===== config.mk =====
export PLATFORM = sky130hd
export DESIGN_NAME = serial_remote_port
export DESIGN_NICKNAME = d
export VERILOG_FILES = /design/src/logic/serial_port_pkg.sv /design/src/logic/serial_remote_port.sv
export SDC_FILE = /design/constraint.sdc
export NUM_CORES = 1
export LEC_CHECK = 0
export ABC_AREA = 1
export BUFFER_PORTS_ARGS = -buffer_cell sky130_fd_sc_hd__buf_2
export CAP_MARGIN = 10
export CELL_PAD_IN_SITES_DETAIL_PLACEMENT = 0
export CELL_PAD_IN_SITES_GLOBAL_PLACEMENT = 1
export CORE_ASPECT_RATIO = 0.75
export CORE_MARGIN = 2
export CORE_UTILIZATION = 47
export CTS_CLUSTER_SIZE = 24
export DETAILED_ROUTE_END_ITERATION = 12
export GPL_TIMING_DRIVEN = 0
export PLACE_DENSITY = 0.87
export SYNTH_ARGS = -nofsm -noshare
export SYNTH_HDL_FRONTEND = slang
export SYNTH_SLANG_ARGS = --single-unit
export TNS_END_PERCENT = 5

===== constraint.sdc =====
create_clock -name pclk -period 5.9 [get_ports pclk]
set_input_delay 1.18 -clock pclk [delete_from_list [all_inputs] [get_ports pclk]]
set_output_delay 1.18 -clock pclk [all_outputs]
set_load 0.02 [all_outputs]

===== src/logic/serial_port_pkg.sv =====
// package: constants, register map and state types of the serial remote port
package serial_port_pkg;
  // register byte addresses
  localparam logic [11:0] ADDR_CFG    = 12'h000;
  localparam logic [11:0] ADDR_BAUD   = 12'h004;
  localparam logic [11:0] ADDR_TXDATA = 12'h008;
  localparam logic [11:0] ADDR_RXDATA = 12'h00C;
  localparam logic [11:0] ADDR_STATUS = 12'h010;

  // cfg field positions
  localparam int CFG_WORD8    = 0;
  localparam int CFG_STOP2    = 1;
  localparam int CFG_PAR_LSB  = 2;
  localparam int CFG_ECHO     = 5;
  localparam int CFG_TXPACE   = 6;
  localparam int CFG_RXPACE   = 7;
  localparam int CFG_RTS_LSB  = 8;
  localparam int CFG_DTR_LSB  = 10;
  localparam int CFG_BALANCED = 12;
  localparam logic [12:0] CFG_RESET = 13'h0_001;

  // parity modes
  localparam logic [2:0] PAR_NONE = 3'h0;
  localparam logic [2:0] PAR_EVEN = 3'h1;
  localparam logic [2:0] PAR_ODD  = 3'h2;
  localparam logic [2:0] PAR_ZERO = 3'h3;
  localparam logic [2:0] PAR_ONE  = 3'h4;

  // handshake line modes
  localparam logic [1:0] HS_OFF  = 2'h0;
  localparam logic [1:0] HS_ON   = 2'h1;
  localparam logic [1:0] HS_ROOM = 2'h2;

  // baud divisor: clocks per bit minus one, default 9600 baud at 20 MHz
  localparam logic [15:0] BAUD_RESET = 16'h0_823;
  localparam logic [7:0] CHAR_XON  = 8'h11;
  localparam logic [7:0] CHAR_XOFF = 8'h13;
  localparam logic [3:0] ST_TX_PEND = 4'h0;

  typedef enum logic [2:0] {
    LN_IDLE  = 3'b000,
    LN_START = 3'b001,
    LN_DATA  = 3'b010,
    LN_PAR   = 3'b011,
    LN_STOP  = 3'b100
  } line_state_t;

  typedef struct packed {
    logic txd;
    logic rts;
    logic dtr;
  } link_out_t;

  typedef struct packed {
    logic rxd;
    logic cts;
    logic dsr;
  } link_in_t;

  typedef struct packed {
    logic [12:0] cfg;
    logic [15:0] baud;
    logic [7:0] tx_hold;
    logic tx_hold_v;
    logic [7:0] rx_hold;
    logic rx_hold_v;
    logic overrun;
    logic [7:0] echo_hold;
    logic echo_v;
    logic far_paused;
    logic xoff_sent;
    logic send_xoff;
    logic send_xon;
    line_state_t tx_st;
    logic [15:0] tx_cnt;
    logic [2:0] tx_bit;
    logic [7:0] tx_sh;
    logic tx_par;
    logic tx_stop2;
    logic tx_is_ctl;
    line_state_t rx_st;
    logic [15:0] rx_cnt;
    logic [2:0] rx_bit;
    logic [7:0] rx_sh;
    logic rx_perr;
    logic perr;
    logic ferr;
    logic [31:0] prdata;
    link_out_t lo;
  } port_state_t;
endpackage : serial_port_pkg


===== src/logic/serial_remote_port.sv =====
// serial remote port: uart with parity, echo and software/hardware pacing
// Operation
// - seven or eight data bits per character
// - one or two stop bits
// - parity even, odd, zero, one, none
// - echo returns every received character except XOFF/XON taken while transmit pacing is on
// - transmitter obeys far XOFF/XON when enabled
// - receiver sends XOFF/XON when enabled
// - rts off low, on high
// - rts high while receive buffer has room
// - rts room mode: hold transmit while cts low
// - dtr off low, on high
// - dtr high while receive buffer has room
// - dtr room mode: hold transmit while dsr low
// - dtr/dsr mode unavailable on balanced line
// - port is terminal: drives rts/dtr, samples cts/dsr
`timescale 1ns/1ns
module serial_remote_port
  import serial_port_pkg::*;
(
  input wire logic pclk,
  input wire logic presetn,
  input wire logic psel,
  input wire logic penable,
  input wire logic pwrite,
  input wire logic [11:0] paddr,
  input wire logic [31:0] pwdata,
  output logic [31:0] prdata,
  output logic pready,
  output logic pslverr,
  input wire link_in_t link_in,
  output link_out_t link_out
);

  port_state_t s_r;
  port_state_t s_nxt;

  logic wr_en;
  logic rd_en;
  logic word8;
  logic [2:0] par_mode;
  logic [1:0] rts_mode;
  logic [1:0] dtr_mode;
  logic room;
  logic hw_hold;
  logic [15:0] half_baud;
  logic rx_done;
  logic [7:0] rx_char;
  logic mapped;

  assign wr_en = psel & penable & pwrite;
  assign rd_en = psel & penable & ~pwrite;
  assign pready = 1'b1;
  assign word8 = s_r.cfg[CFG_WORD8];
  assign par_mode = s_r.cfg[CFG_PAR_LSB +: 3];
  assign rts_mode = s_r.cfg[CFG_RTS_LSB +: 2];
  // balanced line forces the dtr pair off
  assign dtr_mode = s_r.cfg[CFG_BALANCED] ? HS_OFF : s_r.cfg[CFG_DTR_LSB +: 2];
  // one-character receive buffer: room means the holding slot is empty
  assign room = ~s_r.rx_hold_v;
  assign hw_hold = ((rts_mode == HS_ROOM) & ~link_in.cts)
                 | ((dtr_mode == HS_ROOM) & ~link_in.dsr);
  assign half_baud = {1'b0, s_r.baud[15:1]};
  assign rx_char = word8 ? s_r.rx_sh : {1'b0, s_r.rx_sh[7:1]};
  assign mapped = (paddr == ADDR_CFG) | (paddr == ADDR_BAUD) | (paddr == ADDR_TXDATA)
                | (paddr == ADDR_RXDATA) | (paddr == ADDR_STATUS);
  assign pslverr = psel & penable & ~mapped;
  assign prdata = s_r.prdata;
  assign link_out = s_r.lo;

  always_comb begin
    s_nxt = s_r;
    rx_done = 1'b0;

    // ****************************************
    // apb register access
    // ****************************************
    if (wr_en) begin
      case (paddr)
        ADDR_CFG: s_nxt.cfg = pwdata[12:0];
        ADDR_BAUD: s_nxt.baud = pwdata[15:0];
        ADDR_TXDATA: begin
          if (!s_r.tx_hold_v) begin
            s_nxt.tx_hold = pwdata[7:0];
            s_nxt.tx_hold_v = 1'b1;
          end
        end
        default: begin
        end
      endcase
    end
    s_nxt.prdata = 32'h0000_0000;
    // read data is loaded in the setup cycle so it stands through the access cycle
    if (psel && !penable && !pwrite) begin
      case (paddr)
        ADDR_CFG: s_nxt.prdata = {19'h0_0000, s_r.cfg};
        ADDR_BAUD: s_nxt.prdata = {16'h0000, s_r.baud};
        ADDR_RXDATA: s_nxt.prdata = {23'h00_0000, s_r.rx_hold_v, s_r.rx_hold};
        ADDR_STATUS: s_nxt.prdata = {24'h00_0000, s_r.far_paused, s_r.xoff_sent,
                                     s_r.ferr, s_r.perr, s_r.overrun, ~room,
                                     s_r.echo_v, s_r.tx_hold_v};
        default: begin
        end
      endcase
    end
    // only what the access shows is popped or cleared, so nothing is lost
    if (rd_en) begin
      if (paddr == ADDR_RXDATA && s_r.prdata[8]) s_nxt.rx_hold_v = 1'b0;
      if (paddr == ADDR_STATUS) begin
        s_nxt.overrun = s_r.overrun & ~s_r.prdata[3];
        s_nxt.perr = s_r.perr & ~s_r.prdata[4];
        s_nxt.ferr = s_r.ferr & ~s_r.prdata[5];
      end
    end

    // ****************************************
    // receiver
    // ****************************************
    case (s_r.rx_st)
      LN_IDLE: begin
        if (!link_in.rxd) begin
          s_nxt.rx_st = LN_START;
          s_nxt.rx_cnt = half_baud;
        end
      end
      LN_START: begin
        if (s_r.rx_cnt != 16'h0000) begin
          s_nxt.rx_cnt = s_r.rx_cnt - 16'h0001;
        end else if (link_in.rxd) begin
          s_nxt.rx_st = LN_IDLE;
        end else begin
          s_nxt.rx_st = LN_DATA;
          s_nxt.rx_cnt = s_r.baud;
          s_nxt.rx_bit = word8 ? 3'h7 : 3'h6;
          s_nxt.rx_perr = 1'b0;
        end
      end
      LN_DATA: begin
        if (s_r.rx_cnt != 16'h0000) begin
          s_nxt.rx_cnt = s_r.rx_cnt - 16'h0001;
        end else begin
          s_nxt.rx_sh = {link_in.rxd, s_r.rx_sh[7:1]};
          s_nxt.rx_cnt = s_r.baud;
          s_nxt.rx_bit = s_r.rx_bit - 3'h1;
          if (s_r.rx_bit == 3'h0) begin
            s_nxt.rx_st = (par_mode == PAR_NONE) ? LN_STOP : LN_PAR;
          end
        end
      end
      LN_PAR: begin
        if (s_r.rx_cnt != 16'h0000) begin
          s_nxt.rx_cnt = s_r.rx_cnt - 16'h0001;
        end else begin
          s_nxt.rx_cnt = s_r.baud;
          s_nxt.rx_st = LN_STOP;
          case (par_mode)
            PAR_EVEN: s_nxt.rx_perr = ^{link_in.rxd, rx_char};
            PAR_ODD: s_nxt.rx_perr = ~^{link_in.rxd, rx_char};
            PAR_ZERO: s_nxt.rx_perr = link_in.rxd;
            PAR_ONE: s_nxt.rx_perr = ~link_in.rxd;
            default: s_nxt.rx_perr = 1'b0;
          endcase
        end
      end
      LN_STOP: begin
        // only the first stop bit is checked, so a far end sending one
        // stop bit is still accepted when two are configured
        if (s_r.rx_cnt != 16'h0000) begin
          s_nxt.rx_cnt = s_r.rx_cnt - 16'h0001;
        end else begin
          s_nxt.rx_st = LN_IDLE;
          rx_done = 1'b1;
          if (!link_in.rxd) s_nxt.ferr = 1'b1;
          if (s_r.rx_perr) s_nxt.perr = 1'b1;
        end
      end
      default: s_nxt.rx_st = LN_IDLE;
    endcase

    if (rx_done) begin
      if (s_r.cfg[CFG_TXPACE] && rx_char == CHAR_XOFF) begin
        s_nxt.far_paused = 1'b1;
      end else if (s_r.cfg[CFG_TXPACE] && rx_char == CHAR_XON) begin
        s_nxt.far_paused = 1'b0;
      end else begin
        if (!room) begin
          s_nxt.overrun = 1'b1;
        end else begin
          s_nxt.rx_hold = rx_char;
          s_nxt.rx_hold_v = 1'b1;
        end
        if (s_r.cfg[CFG_ECHO]) begin
          s_nxt.echo_hold = rx_char;
          s_nxt.echo_v = 1'b1;
        end
      end
    end
    if (!s_r.cfg[CFG_TXPACE]) s_nxt.far_paused = 1'b0;

    // ****************************************
    // receive pacing requests
    // ****************************************
    if (s_r.cfg[CFG_RXPACE]) begin
      if (!room && !s_r.xoff_sent) begin
        s_nxt.send_xoff = 1'b1;
        s_nxt.xoff_sent = 1'b1;
      end else if (room && s_r.xoff_sent && !s_r.send_xoff) begin
        s_nxt.send_xon = 1'b1;
        s_nxt.xoff_sent = 1'b0;
      end
    end else begin
      s_nxt.xoff_sent = 1'b0;
    end

    // ****************************************
    // transmitter
    // ****************************************
    case (s_r.tx_st)
      LN_IDLE: begin
        s_nxt.lo.txd = 1'b1;
        s_nxt.tx_cnt = s_r.baud;
        s_nxt.tx_stop2 = s_r.cfg[CFG_STOP2];
        s_nxt.tx_bit = word8 ? 3'h7 : 3'h6;
        // control characters bypass both pauses so pacing never deadlocks
        if (s_r.send_xoff || s_r.send_xon) begin
          s_nxt.tx_sh = s_r.send_xoff ? CHAR_XOFF : CHAR_XON;
          s_nxt.send_xoff = 1'b0;
          s_nxt.send_xon = s_r.send_xoff ? s_r.send_xon : 1'b0;
          s_nxt.tx_st = LN_START;
        end else if (!hw_hold && !s_r.far_paused) begin
          if (s_r.echo_v) begin
            s_nxt.tx_sh = s_r.echo_hold;
            s_nxt.echo_v = 1'b0;
            s_nxt.tx_st = LN_START;
          end else if (s_r.tx_hold_v) begin
            s_nxt.tx_sh = s_r.tx_hold;
            s_nxt.tx_hold_v = 1'b0;
            s_nxt.tx_st = LN_START;
          end
        end
        if (s_nxt.tx_st == LN_START) begin
          s_nxt.lo.txd = 1'b0;
          s_nxt.tx_par = word8 ? ^s_nxt.tx_sh : ^s_nxt.tx_sh[6:0];
        end
      end
      LN_START, LN_DATA, LN_PAR, LN_STOP: begin
        if (s_r.tx_cnt != 16'h0000) begin
          s_nxt.tx_cnt = s_r.tx_cnt - 16'h0001;
        end else begin
          s_nxt.tx_cnt = s_r.baud;
          case (s_r.tx_st)
            LN_START, LN_DATA: begin
              if (s_r.tx_st == LN_DATA && s_r.tx_bit == 3'h0) begin
                if (par_mode == PAR_NONE) begin
                  s_nxt.tx_st = LN_STOP;
                  s_nxt.lo.txd = 1'b1;
                end else begin
                  s_nxt.tx_st = LN_PAR;
                  case (par_mode)
                    PAR_EVEN: s_nxt.lo.txd = s_r.tx_par;
                    PAR_ODD: s_nxt.lo.txd = ~s_r.tx_par;
                    PAR_ONE: s_nxt.lo.txd = 1'b1;
                    default: s_nxt.lo.txd = 1'b0;
                  endcase
                end
              end else begin
                if (s_r.tx_st == LN_DATA) s_nxt.tx_bit = s_r.tx_bit - 3'h1;
                s_nxt.tx_st = LN_DATA;
                s_nxt.lo.txd = s_r.tx_sh[0];
                s_nxt.tx_sh = {1'b0, s_r.tx_sh[7:1]};
              end
            end
            LN_PAR: begin
              s_nxt.tx_st = LN_STOP;
              s_nxt.lo.txd = 1'b1;
            end
            default: begin
              if (s_r.tx_stop2) begin
                s_nxt.tx_stop2 = 1'b0;
              end else begin
                s_nxt.tx_st = LN_IDLE;
              end
            end
          endcase
        end
      end
      default: s_nxt.tx_st = LN_IDLE;
    endcase

    // ****************************************
    // modem control outputs, terminal side
    // ****************************************
    case (rts_mode)
      HS_ON: s_nxt.lo.rts = 1'b1;
      HS_ROOM: s_nxt.lo.rts = room;
      default: s_nxt.lo.rts = 1'b0;
    endcase
    case (dtr_mode)
      HS_ON: s_nxt.lo.dtr = 1'b1;
      HS_ROOM: s_nxt.lo.dtr = room;
      default: s_nxt.lo.dtr = 1'b0;
    endcase
  end

  always_ff @(posedge pclk or negedge presetn) begin
    if (!presetn) begin
      s_r <= '0;
      s_r.cfg <= CFG_RESET;
      s_r.baud <= BAUD_RESET;
      s_r.lo.txd <= 1'b1;
    end else begin
      s_r <= s_nxt;
    end
  end

endmodule : serial_remote_port


==> results.md, run 1 <==
* WP buf/inv at 3
* Clock power share at between 30% and 40%
* TNS Setup at 0 ps
* Layout area overhead at 14.8%
* PortBufs at 55
* Post-synthesis average cell area at between 7 and 8 sq um
* Core box area at between 15000 and 20000 sq um
* Final wirelength at around 23000 um
* Vias in the first global route at 6894
* CP peak stage delay at roughly 230 ps
* Final core utilization at a little over half
* Comb power frac at between 30% and 40%
* Yosys reg bits at 145
* Final Skew at around 11 ps
* # resized after CTS at 0
* Gpl congestion at 0.904
* Seq/Total Area, Yosys at a little over two fifths
* PwrDens at ~330 nW/um^2
* # DRC at 0
* Pleak at roughly 0.0046 uW
* Non-Filler Instances at 1441
* Clock Latency Late Sink at 440 ps
* CP delay by family, top: simple AND/OR/NAND/NOR gates
* Worst EP arrival at 2280 ps
* Initial antenna violation count at 0
* Commonest cells after routing, fill and taps aside: 278 x nand2_1, 139 x dfrtp_1, 123 x inv_1
* RSZ-0062 raised after global routing: false
* Crit path cell chain: buf_2 -> nor2_1 -> nand2_1 -> inv_1 -> nand3_1 -> o211ai_1 -> a311oi_1 -> buf_2
* Maximum VDD drop at ~180 uV
* Ports at 89
* ANT nets after route at 0
* Routed len/inst at roughly 16 um
* Hold-fix buffers, CTS at 0
* Worst min path class: reg2reg
* Setup crit end kind: output port
* Global-route wire length before repair at 37900 um
* Clk root buf: clkbuf_16
* Overflow left after global routing at 0
* Register Area at roughly 3600 sq um
* Hold Fails Final Rpt at 0
* CTS tree: built
* Critical Path Slowest Stage Cell: nor2_1
* Slew @ Worst Pin at between 700 and 800 ps
* CP required at approximately 4700 ps
* Worst setup path class: in2out
* Outcome: finished, final reports clean
* Final min period at 3460 ps
* Most common cell after layout, fill and taps aside: nand2_1
* Via density at 5.29
* Fin nets at around 1300
* Ant diodes at 0
* Max clock buf depth at 2
* Cells after DPL at roughly 1400
* FMAX at 0.289 GHz
* Max_cap viols at 0
* Critical Path Fanout Max at 4
* H-Tree Depth at 4
* Die Width at 158 um
* Synth cell types at 48
* GR Util All Layers at about a quarter
* Fraction of layout cells with a size suffix above 1 at ~14%
* Hold Crit Depth at 2
* Starting Density at 47.7%
* Row count at between 40 and 50
* Sequential power share at 36.1%
* Vias at 7619
* R2R cell count at 11
* Reg clk slew, reported paths at around 70 ps
* Pin count of the biggest net entering global routing at between 90 and 100
* Final setup vio count at 0
* Synthesis Warnings at 0
* Die H at between 100 and 150 um
* Switching part of the total at 37.6%
* Synthesized area at between 8000 and 9000 sq um
* Clock Sinks at between 100 and 150
* Part of the cycle the worst path needs at 58.6%
* Final number of max-transition violations at 0
* Multi-input gate area at between 3000 and 4000 sq um
* Die area at 18900 sq um
* Internal power at 1980 uW
* Postcts setup bufs at 0
* # fillers at 1714
* DR pass1 iterations at 6
* Syn Inst Count at about 1100
* CTS Buf Count at 17
* Startpoint types: input pin
* Rel. slew slack at roughly half
* Critical path depth at 8
* Initial DRC Count at 676
* Most frequent cell on the critical path: buf_2
* Detailed Place HPWL at roughly 18000 um
* Switching power at between 1000 and 1500 uW
-- per-layer routing --
metal	wire, um	track usage (%)	share of wire, %
met1	11800	42.4	50
met2	9730	35.5	42
met3	1470	3.90	6.3
met4	410	8.22	1.7
met5	0	0	0
-- registers in the layout, summed over array words and instances (netlist names) --
| signal | flops |
|---|---|
| prdata | 16 |
| half_baud | 15 |
| par_mode | 3 |
| rts_mode | 2 |
| link_out | 3 |
| s_r | 106 |
-- cells by family (layout without fill, tap and decap cells) --
| family | Yosys count | after routing | synth area share [%] |
|---|---|---|---|
| AOI/OAI and AO/OA | 234 | 234 | 16.4 |
| xor gates and xnor gates | 20 | 20 | 2.09 |
| adders and majority gates | 16 | 16 | 2.39 |
| buffers and inverters | 200 | 288 | 11.1 |
| DFF | 145 | 145 | 43.5 |
| muxes | 3 | 3 | 0.404 |
| other | 2 | 17 | 0.0898 |
| and+or+nand+nor | 476 | 476 | 24.1 |
-- synth_stat cells (all sizes together) --
master,number,share of area (%)
nand2,280,13
dfrtp,139,42
inv,129,5.9
o21ai,125,7.5
nor2,112,5.8
buf,49,4.2
nand3,44,2.6
a21oi,29,1.9
o211ai,24,2.2
o22ai,23,1.7
clkbuf,20,0.90
nor3,17,1.1
ha,16,2.4
xor2,13,1.4
nand4,10,0.75
a221oi,8,0.84
xnor2,7,0.73
a31oi,6,0.45
dfstp,6,1.9
o21a,5,0.45
o221ai,5,0.52
nand3b,4,0.36
nor3b,4,0.36
a22oi,3,0.27
mux2,3,0.40
a211oi,2,0.18
clkinv,2,0.090
conb,2,0.090
nor4,2,0.22
o31ai,2,0.18
or2,2,0.15
a2bb2oi,1,0.10
a311oi,1,0.10
and3,1,0.075
-- worst reg2reg max path: stages (launching register included) --
cell and delay (ps):
dfstp_2 550, clkbuf_1 590, nand2_1 220, ha_1 240, and3_1 220, nand2_1 90
nor2_1 60, a31oi_1 290, nand3_1 320, clkbuf_1 280, nand2_1 110, o21ai_0 80
-- per-stage QoR --
stage / power [uW] / setup WS, ps / instance area (sq um) / hold WS [ps]
after floorplan: 1860 / 2580 / 8420 / 436
after global placement: 2090 / 1460 / 9000 / 463
after detailed placement: 2110 / 2470 / 9030 / 467
after CTS: 3170 / 2460 / 9610 / 484
after global routing: 3370 / 2310 / 9610 / 503
final: 3170 / 2440 / 9610 / 480
-- final timing paths --
| check | start | end | slack, ps |
|---|---|---|---|
| min in group asynchronous | presetn | link_out[0]$_DFF_PN0_ | 680 |
| max in group asynchronous | presetn | link_out[2]$_DFFE_PN1P_ | 4350 |
| worst min-delay path | s_r[130]$_DFFE_PN0P_ | s_r[130]$_DFFE_PN0P_ | 480 |
| worst max-delay path | paddr[1] | pslverr | 2440 |
| worst max register to register | s_r[149]$_DFFE_PN1P_ | s_r[111]$_DFFE_PN0P_ | 2750 |
| worst min register to register | s_r[130]$_DFFE_PN0P_ | s_r[130]$_DFFE_PN0P_ | 480 |
-- power groups by stage --
stage	Combinational [uW]	Sequential, uW	Clock (uW)
6_report	955	1140	1070
4_1_cts	948	1140	1080
5_1_grt	1080	1150	1130
2_1_floorplan	716	1140	0
3_5_place_dp	945	1160	0
3_3_place_gp	928	1160	0
-- layout make-up --
type,instances,area share (%)
Sequential cell,145,37.8
Tap cell,242,3.15
Inverter,131,5.20
Clock buffer,18,4.57
Buffer,69,4.45
Timing Repair Buffer,56,3.22
Clock inverter,14,1.39
Multi-Input combinational cell,766,40.2
Note: power is estimated with default switching activity, not from simulation.
==> run 2: changes to the inputs <==
--- a/config.mk
+++ b/config.mk
@@ -12,11 +12,11 @@
 export CELL_PAD_IN_SITES_GLOBAL_PLACEMENT = 1
 export CORE_ASPECT_RATIO = 0.75
 export CORE_MARGIN = 2
-export CORE_UTILIZATION = 47
+export CORE_UTILIZATION = 44
 export CTS_CLUSTER_SIZE = 24
 export DETAILED_ROUTE_END_ITERATION = 12
 export GPL_TIMING_DRIVEN = 0
-export PLACE_DENSITY = 0.87
+export PLACE_DENSITY = 0.83
 export SYNTH_ARGS = -nofsm -noshare
 export SYNTH_HDL_FRONTEND = slang
 export SYNTH_SLANG_ARGS = --single-unit
==> constraint.sdc (replaced) <==
create_clock -name pclk -period 3.4 [get_ports pclk]
set_input_delay 0.68 -clock pclk [delete_from_list [all_inputs] [get_ports pclk]]
set_output_delay 0.68 -clock pclk [all_outputs]
set_load 0.02 [all_outputs]
==> run 2 against run 1 <==
Net effect: routed wire length up 0.94%; sequential share of layout area down 0.29 points; sequential power up 75%; design area up 0.78%; utilization down 2.6 points; global-route usage down 1.8 points; critical endpoint is now s_r[121]$_DFFE_PN0P_.
==> results.md, run 2 (same netlist as run 1, synthesis figures left out) <==
* Outcome: finished, final reports clean
* Die area at between 20000 and 25000 sq um
* PortBufs at 55
* Hold Fails Final Rpt at 0
* Non-Filler Instances at ~1400
* Die Width at roughly 160 um
* Gpl congestion at between 0.8 and 0.9
* Vias at 7576
* Critical Path Slowest Stage Cell: clkbuf_1
* Critical Path Fanout Max at 10
* Initial antenna violation count at 0
* # resized after CTS at 0
* Layout Cell Area excl Fill at around 9700 sq um
* Startpoint types: register
* Commonest cells after routing, fill and taps aside: 278 x nand2_1, 139 x dfrtp_1, 123 x inv_1
* Row count at 43
* GR Util All Layers at about 24%
* RSZ-0062 raised after global routing: false
* Initial DRC Count at between 700 and 800
* Max clock buf depth at 2
* Rel. slew slack at 52.1%
* Global-route wire length before repair at ~37000 um
* Largest register FFs at 106
* Most common cell after layout, fill and taps aside: nand2_1
* Switching part of the total at roughly a third
* Register Area at 3640 sq um
* Crit. Startpoint: s_r[149]$_DFFE_PN1P_
* Setup crit end kind: register
* DR pass1 iterations at 5
* Comb power frac at ~29%
* Final setup vio count at 0
* Part of the cycle the worst path needs at between 80% and 90%
* Worst EP arrival at between 3000 and 4000 ps
* Layout area overhead at 15.7%
* PwrDens at 587 nW/um^2
* Final min period at 3000 ps
* Reg2reg setup slack at 400 ps
* Postcts setup bufs at 0
* Sequential power share at between 30% and 40%
* Slew @ Worst Pin at between 700 and 800 ps
* Clock Sinks at approximately 150
* Ports at 89
* CP peak stage delay at approximately 550 ps
* Final number of max-transition violations at 0
* Clk root buf: clkbuf_16
* R2R cell count at 11
* Multi-input gate area at a little under 4000 sq um
* Fraction of layout cells with a size suffix above 1 at between 10 and 15%
* Maximum VDD drop at ~300 uV
* CTS Buf Count at 17
* Most frequent cell on the critical path: nand2_1
* Crit path cell chain: clkbuf_1 -> nand2_1 -> ha_1 -> and3_1 -> nand2_1 -> nor2_1 -> a31oi_1 -> nand3_1 -> clkbuf_1 -> nand2_1 -> o21ai_0
* ANT nets after route at 0
* FMAX at around 0.33 GHz
* Fin nets at 1254
* Hold-fix buffers, CTS at 0
* Clock Latency Late Sink at ~430 ps
* WHS at approximately 190 ps
* Pleak at around 0.0046 uW
* Switching power at between 1500 and 2000 uW
* # fillers at roughly 1800
* Overflow left after global routing at 0
* Max_cap viols at 0
* Biggest register: s_r
* Clock power share at between 30% and 40%
* Via density at about 5.2
* RR Endpoint: s_r[121]$_DFFE_PN0P_
* Pin count of the biggest net entering global routing at roughly 100
* R2R Path Start: s_r[149]$_DFFE_PN1P_
* # DRC at 0
* Reg clk slew, reported paths at approximately 60 ps
* Ant diodes at 0
* Starting Density at a little under half
* Worst setup path class: reg2reg
* CTS tree: built
* Cell area after placement at approximately 9000 sq um
* Cells after DPL at approximately 1400
* Die H at between 100 and 150 um
* Routed len/inst at about 16 um
* H-Tree Depth at 4
* Worst setup path end: s_r[121]$_DFFE_PN0P_
* Worst min path class: in2async
* Final core utilization at between 50% and 60%
* Vias in the first global route at just under 7000
* Internal power at around 3700 uW
* Final Skew at just under 8 ps
* Core box area at approximately 19000 sq um
* Final wirelength at about 24000 um
* CP required at approximately 3700 ps
* Detailed Place HPWL at ~18000 um
run 2: changes by cell type in the layout (fill, tap and decap cells not counted):
cell / delta
bufinv_16: +4
clkbuf_1: +2
clkbuf_8: +3
clkinv_2: +2
clkinv_4: -1
clkinvlp_4: +1
inv_6: -6
inv_8: -5
run 2: area by class of cell:
| cell class | count | share of cell area, % |
|---|---|---|
| well taps | 247 | 3.19 |
| clock buffers | 23 | 5.04 |
| flip-flops and latches | 145 | 37.6 |
| inverters | 131 | 5.16 |
| plain buffers | 69 | 4.42 |
| clock inverters | 9 | 1.59 |
| repair buffers | 56 | 3.19 |
| multi-input cells | 766 | 39.9 |
run 2: routing by layer:
layer	part of all wire (%)	GRT usage, %	vias to the layer above
met5	0	0	-
met4	1.5	6.36	0
met3	5.5	4.26	25
met2	46	38.3	183
met1	47	35.1	3631
li1	-	-	3737
run 2: power by group through the flow:
stage | clock (uW) | combinational (uW) | sequential (uW)
after global routing | 2140 | 1860 | 2000
after floorplan | 0 | 1240 | 1980
after detailed placement | 0 | 1620 | 2020
final | 2040 | 1650 | 1990
after CTS | 2060 | 1630 | 1990
after global placement | 0 | 1610 | 2020
run 2: worst min-delay path by stage:
stage                         start                         to  slack, ps  cells past startpoint
3_5_place_dp    s_r[48]$_DFFE_PN0P_        s_r[48]$_DFFE_PN0P_        470                      2
2_1_floorplan               presetn  half_baud[11]$_DFFE_PN0P_        380                      0
5_1_grt                     presetn        s_r[60]$_DFFE_PN0P_        230                      1
4_1_cts                     presetn        s_r[60]$_DFFE_PN0P_        210                      1
6_report                    presetn        s_r[60]$_DFFE_PN0P_        190                      1
3_3_place_gp   s_r[121]$_DFFE_PN0P_       s_r[121]$_DFFE_PN0P_        470                      2
run 2: through the flow:
stage | total power (uW) | TNS (ps) | setup slack (ps)
after CTS | 5680 | 0 | 378
final | 5690 | 0 | 396
after floorplan | 3230 | 0 | 1060
after global placement | 3620 | -74430 | -552
after detailed placement | 3640 | 0 | 406
after global routing | 6000 | 0 | 89.1
run 2: worst max-delay path: cells and delay by family (launching register included):
family | cells | cell delay (ps)
buffers and inverters | 2 | 820
DFF | 1 | 530
and+or+nand+nor | 6 | 930
adders and majority gates | 1 | 240
AOI/OAI and AO/OA | 2 | 340
==> run 3: changes to the inputs <==
--- a/config.mk
+++ b/config.mk
@@ -17,6 +17,7 @@
 export DETAILED_ROUTE_END_ITERATION = 12
 export GPL_TIMING_DRIVEN = 0
 export PLACE_DENSITY = 0.83
+export RECOVER_POWER = 100
 export SYNTH_ARGS = -nofsm -noshare
 export SYNTH_HDL_FRONTEND = slang
 export SYNTH_SLANG_ARGS = --single-unit
==> run 3 against run 2 <==
Net effect: the flow now finishes with violations (max-capacitance violations, max-slew violations); sequential power is essentially flat; clock power is essentially flat; via count grew 0.40%; die area is the same; count of clock-buffer cells in the layout is the same; first-iteration DRC count shrank 7.7%; sequential share of layout area grew 0.33 points; utilization shrank 0.46 points; critical path type unchanged; highest routed layer unchanged; hold slack gained 300 ps.
==> results.md, run 3 (same netlist as run 1, synthesis figures left out) <==
* Biggest register: s_r
* RSZ-0062 raised after global routing: false
* FMAX at roughly 0.32 GHz
* Final Skew at roughly 9.6 ps
* Slew @ Worst Pin at 2810 ps
* Maximum VDD drop at ~280 uV
* Rel. slew slack at -87.5%
* Startpoint types: register
* Switching power at about 1900 uW
* Starting Density at between 40% and 50%
* Initial antenna violation count at 0
* R2R cell count at 12
* Row count at 43
* Failing checks: max-capacitance violations, max-slew violations
* Critical Path Fanout Max at 10
* Internal power at approximately 3700 uW
* R2R Path Start: s_r[99]$_DFFE_PN0P_
* Vias in the first global route at roughly 6900
* Final setup vio count at 0
* Most frequent cell on the critical path: nor2_1
* ANT nets after route at 0
* Hold Fails Final Rpt at 0
* GR Util All Layers at 24.4%
* Clock power share at between 30 and 40%
* Fin nets at between 1000 and 1500
* Crit path cell chain: nor2_1 -> clkinv_1 -> nor2_1 -> nor2_4 -> clkinvlp_2 -> a21oi_1 -> inv_6 -> nand2_4 -> nor2_2 -> buf_6 -> o21ai_0 -> o22ai_1
* Pleak at roughly 0.0045 uW
* # DRC at 0
* Comb power frac at 28.8%
* Commonest cells after routing, fill and taps aside: 279 x nand2_1, 139 x dfrtp_1, 124 x inv_1, 124 x o21ai_0, 105 x nor2_1
* Clock Latency Late Sink at roughly 430 ps
* Vias at 7606
* PortBufs at between 50 and 60
* Crit. Startpoint: s_r[99]$_DFFE_PN0P_
* Pin count of the biggest net entering global routing at 99
* Initial DRC Count at around 660
* Largest register FFs at 106
* Most common cell after layout, fill and taps aside: nand2_1
* Final wirelength at approximately 24000 um
* Reg clk slew, reported paths at around 60 ps
* Worst setup path class: reg2reg
* RR Endpoint: s_r[77]$_DFFE_PN0P_
* WP buf/inv at 4
* Routed len/inst at 16.4 um
* Max clock buf depth at 2
* Worst setup path end: s_r[77]$_DFFE_PN0P_
* Overflow left after global routing at 0
* Worst EP arrival at around 3500 ps
* H-Tree Depth at 4
* Die H at 123 um
* Final min period at about 3100 ps
* Ports at 89
* Critical path depth at 12
* Reg2reg setup slack at about 300 ps
* # resized after CTS at 0
* Final core utilization at 51.7%
* Detailed Place HPWL at roughly 18000 um
* Critical Path Slowest Stage Cell: nor2_1
* CP peak stage delay at 600 ps
* Outcome: complete, but fails checks
* Via density at around 5.3
* CTS tree: built
* Clk root buf: clkbuf_16
* PwrDens at just under 600 nW/um^2
* Fraction of layout cells with a size suffix above 1 at 11.3%
* Sequential power share at approximately a third
* Final number of max-transition violations at between 40 and 50
* DR pass1 iterations at 5
* Postcts setup bufs at 0
* Layout area overhead at 14.7%
* Pwr Total at 5670 uW
* Clock Sinks at about 150
* Switching part of the total at around 34%
* CTS Buf Count at 17
* Setup crit end kind: register
* Global-route wire length before repair at ~37000 um
* Die Width at between 150 and 200 um
* CP delay by family, top: simple AND/OR/NAND/NOR gates
* Hold-fix buffers, CTS at 0
* Die area at 20100 sq um
* Gpl congestion at 0.875
* CP required at between 3000 and 4000 ps
* Max_cap viols at 1
* Core box area at between 15000 and 20000 sq um
* Part of the cycle the worst path needs at approximately 90%
* Ant diodes at 0
* Worst min path class: reg2reg
[run 3: how the worst min path moves through the flow]
stage                               startpoint  cells past startpoint                   endpoint
after global routing                pwdata[15]                      2  half_baud[14]$_DFFE_PN0P_
after global placement    s_r[121]$_DFFE_PN0P_                      2       s_r[121]$_DFFE_PN0P_
final                     s_r[118]$_DFFE_PN0P_                      2       s_r[118]$_DFFE_PN0P_
after CTS                              presetn                      1        s_r[60]$_DFFE_PN0P_
after detailed placement   s_r[48]$_DFFE_PN0P_                      2        s_r[48]$_DFFE_PN0P_
after floorplan                        presetn                      0  half_baud[11]$_DFFE_PN0P_
[run 3: power groups by stage]
stage	clock [uW]	combinational (uW)	sequential [uW]
after floorplan	0	1240	1980
after global placement	0	1610	2020
after detailed placement	0	1620	2020
after CTS	2060	1630	1990
after global routing	2140	1840	2000
final	2040	1630	1990
[run 3: layer usage]
metal	vias up	part of all wire (%)	wire length [um]	global-route usage (%)
met2	194	46	10900	38.3
met1	3656	48	11300	35.1
met5	-	0	0	0
li1	3734	-	-	-
met4	0	1.4	335	6.36
met3	22	5.1	1220	4.26
[run 3: metrics by stage]
| stage | cells | setup TNS (ps) | worst slack [ps] | hold WS, ps | instance area [sq um] |
|---|---|---|---|---|---|
| 2_1_floorplan | 1111 | 0 | 1060 | 384 | 8420 |
| 3_3_place_gp | 1413 | -74430 | -552 | 466 | 9010 |
| 3_5_place_dp | 1414 | 0 | 406 | 472 | 9040 |
| 4_1_cts | 1446 | 0 | 378 | 214 | 9680 |
| 5_1_grt | 1446 | 0 | 74.0 | 492 | 9600 |
| 6_report | 1446 | 0 | 302 | 485 | 9600 |
[run 3: final cells by class]
type	instances	area (sq um)
flip-flops and latches	145	3640
clock inverters	9	154
clock buffers	23	488
fillers	1851	8960
well taps	247	309
multi-input cells	766	3820
inverters	131	498
repair buffers	56	277
plain buffers	69	418
[run 3: worst reg2reg max path, stage by stage, from the launching register on]
cell	delay [ps]
dfrtp_1	430
nor2_1	250
clkinv_1	150
nor2_1	600
nor2_4	60
clkinvlp_2	320
a21oi_1	230
inv_6	180
nand2_4	110
nor2_2	310
buf_6	200
o21ai_0	90
o22ai_1	120
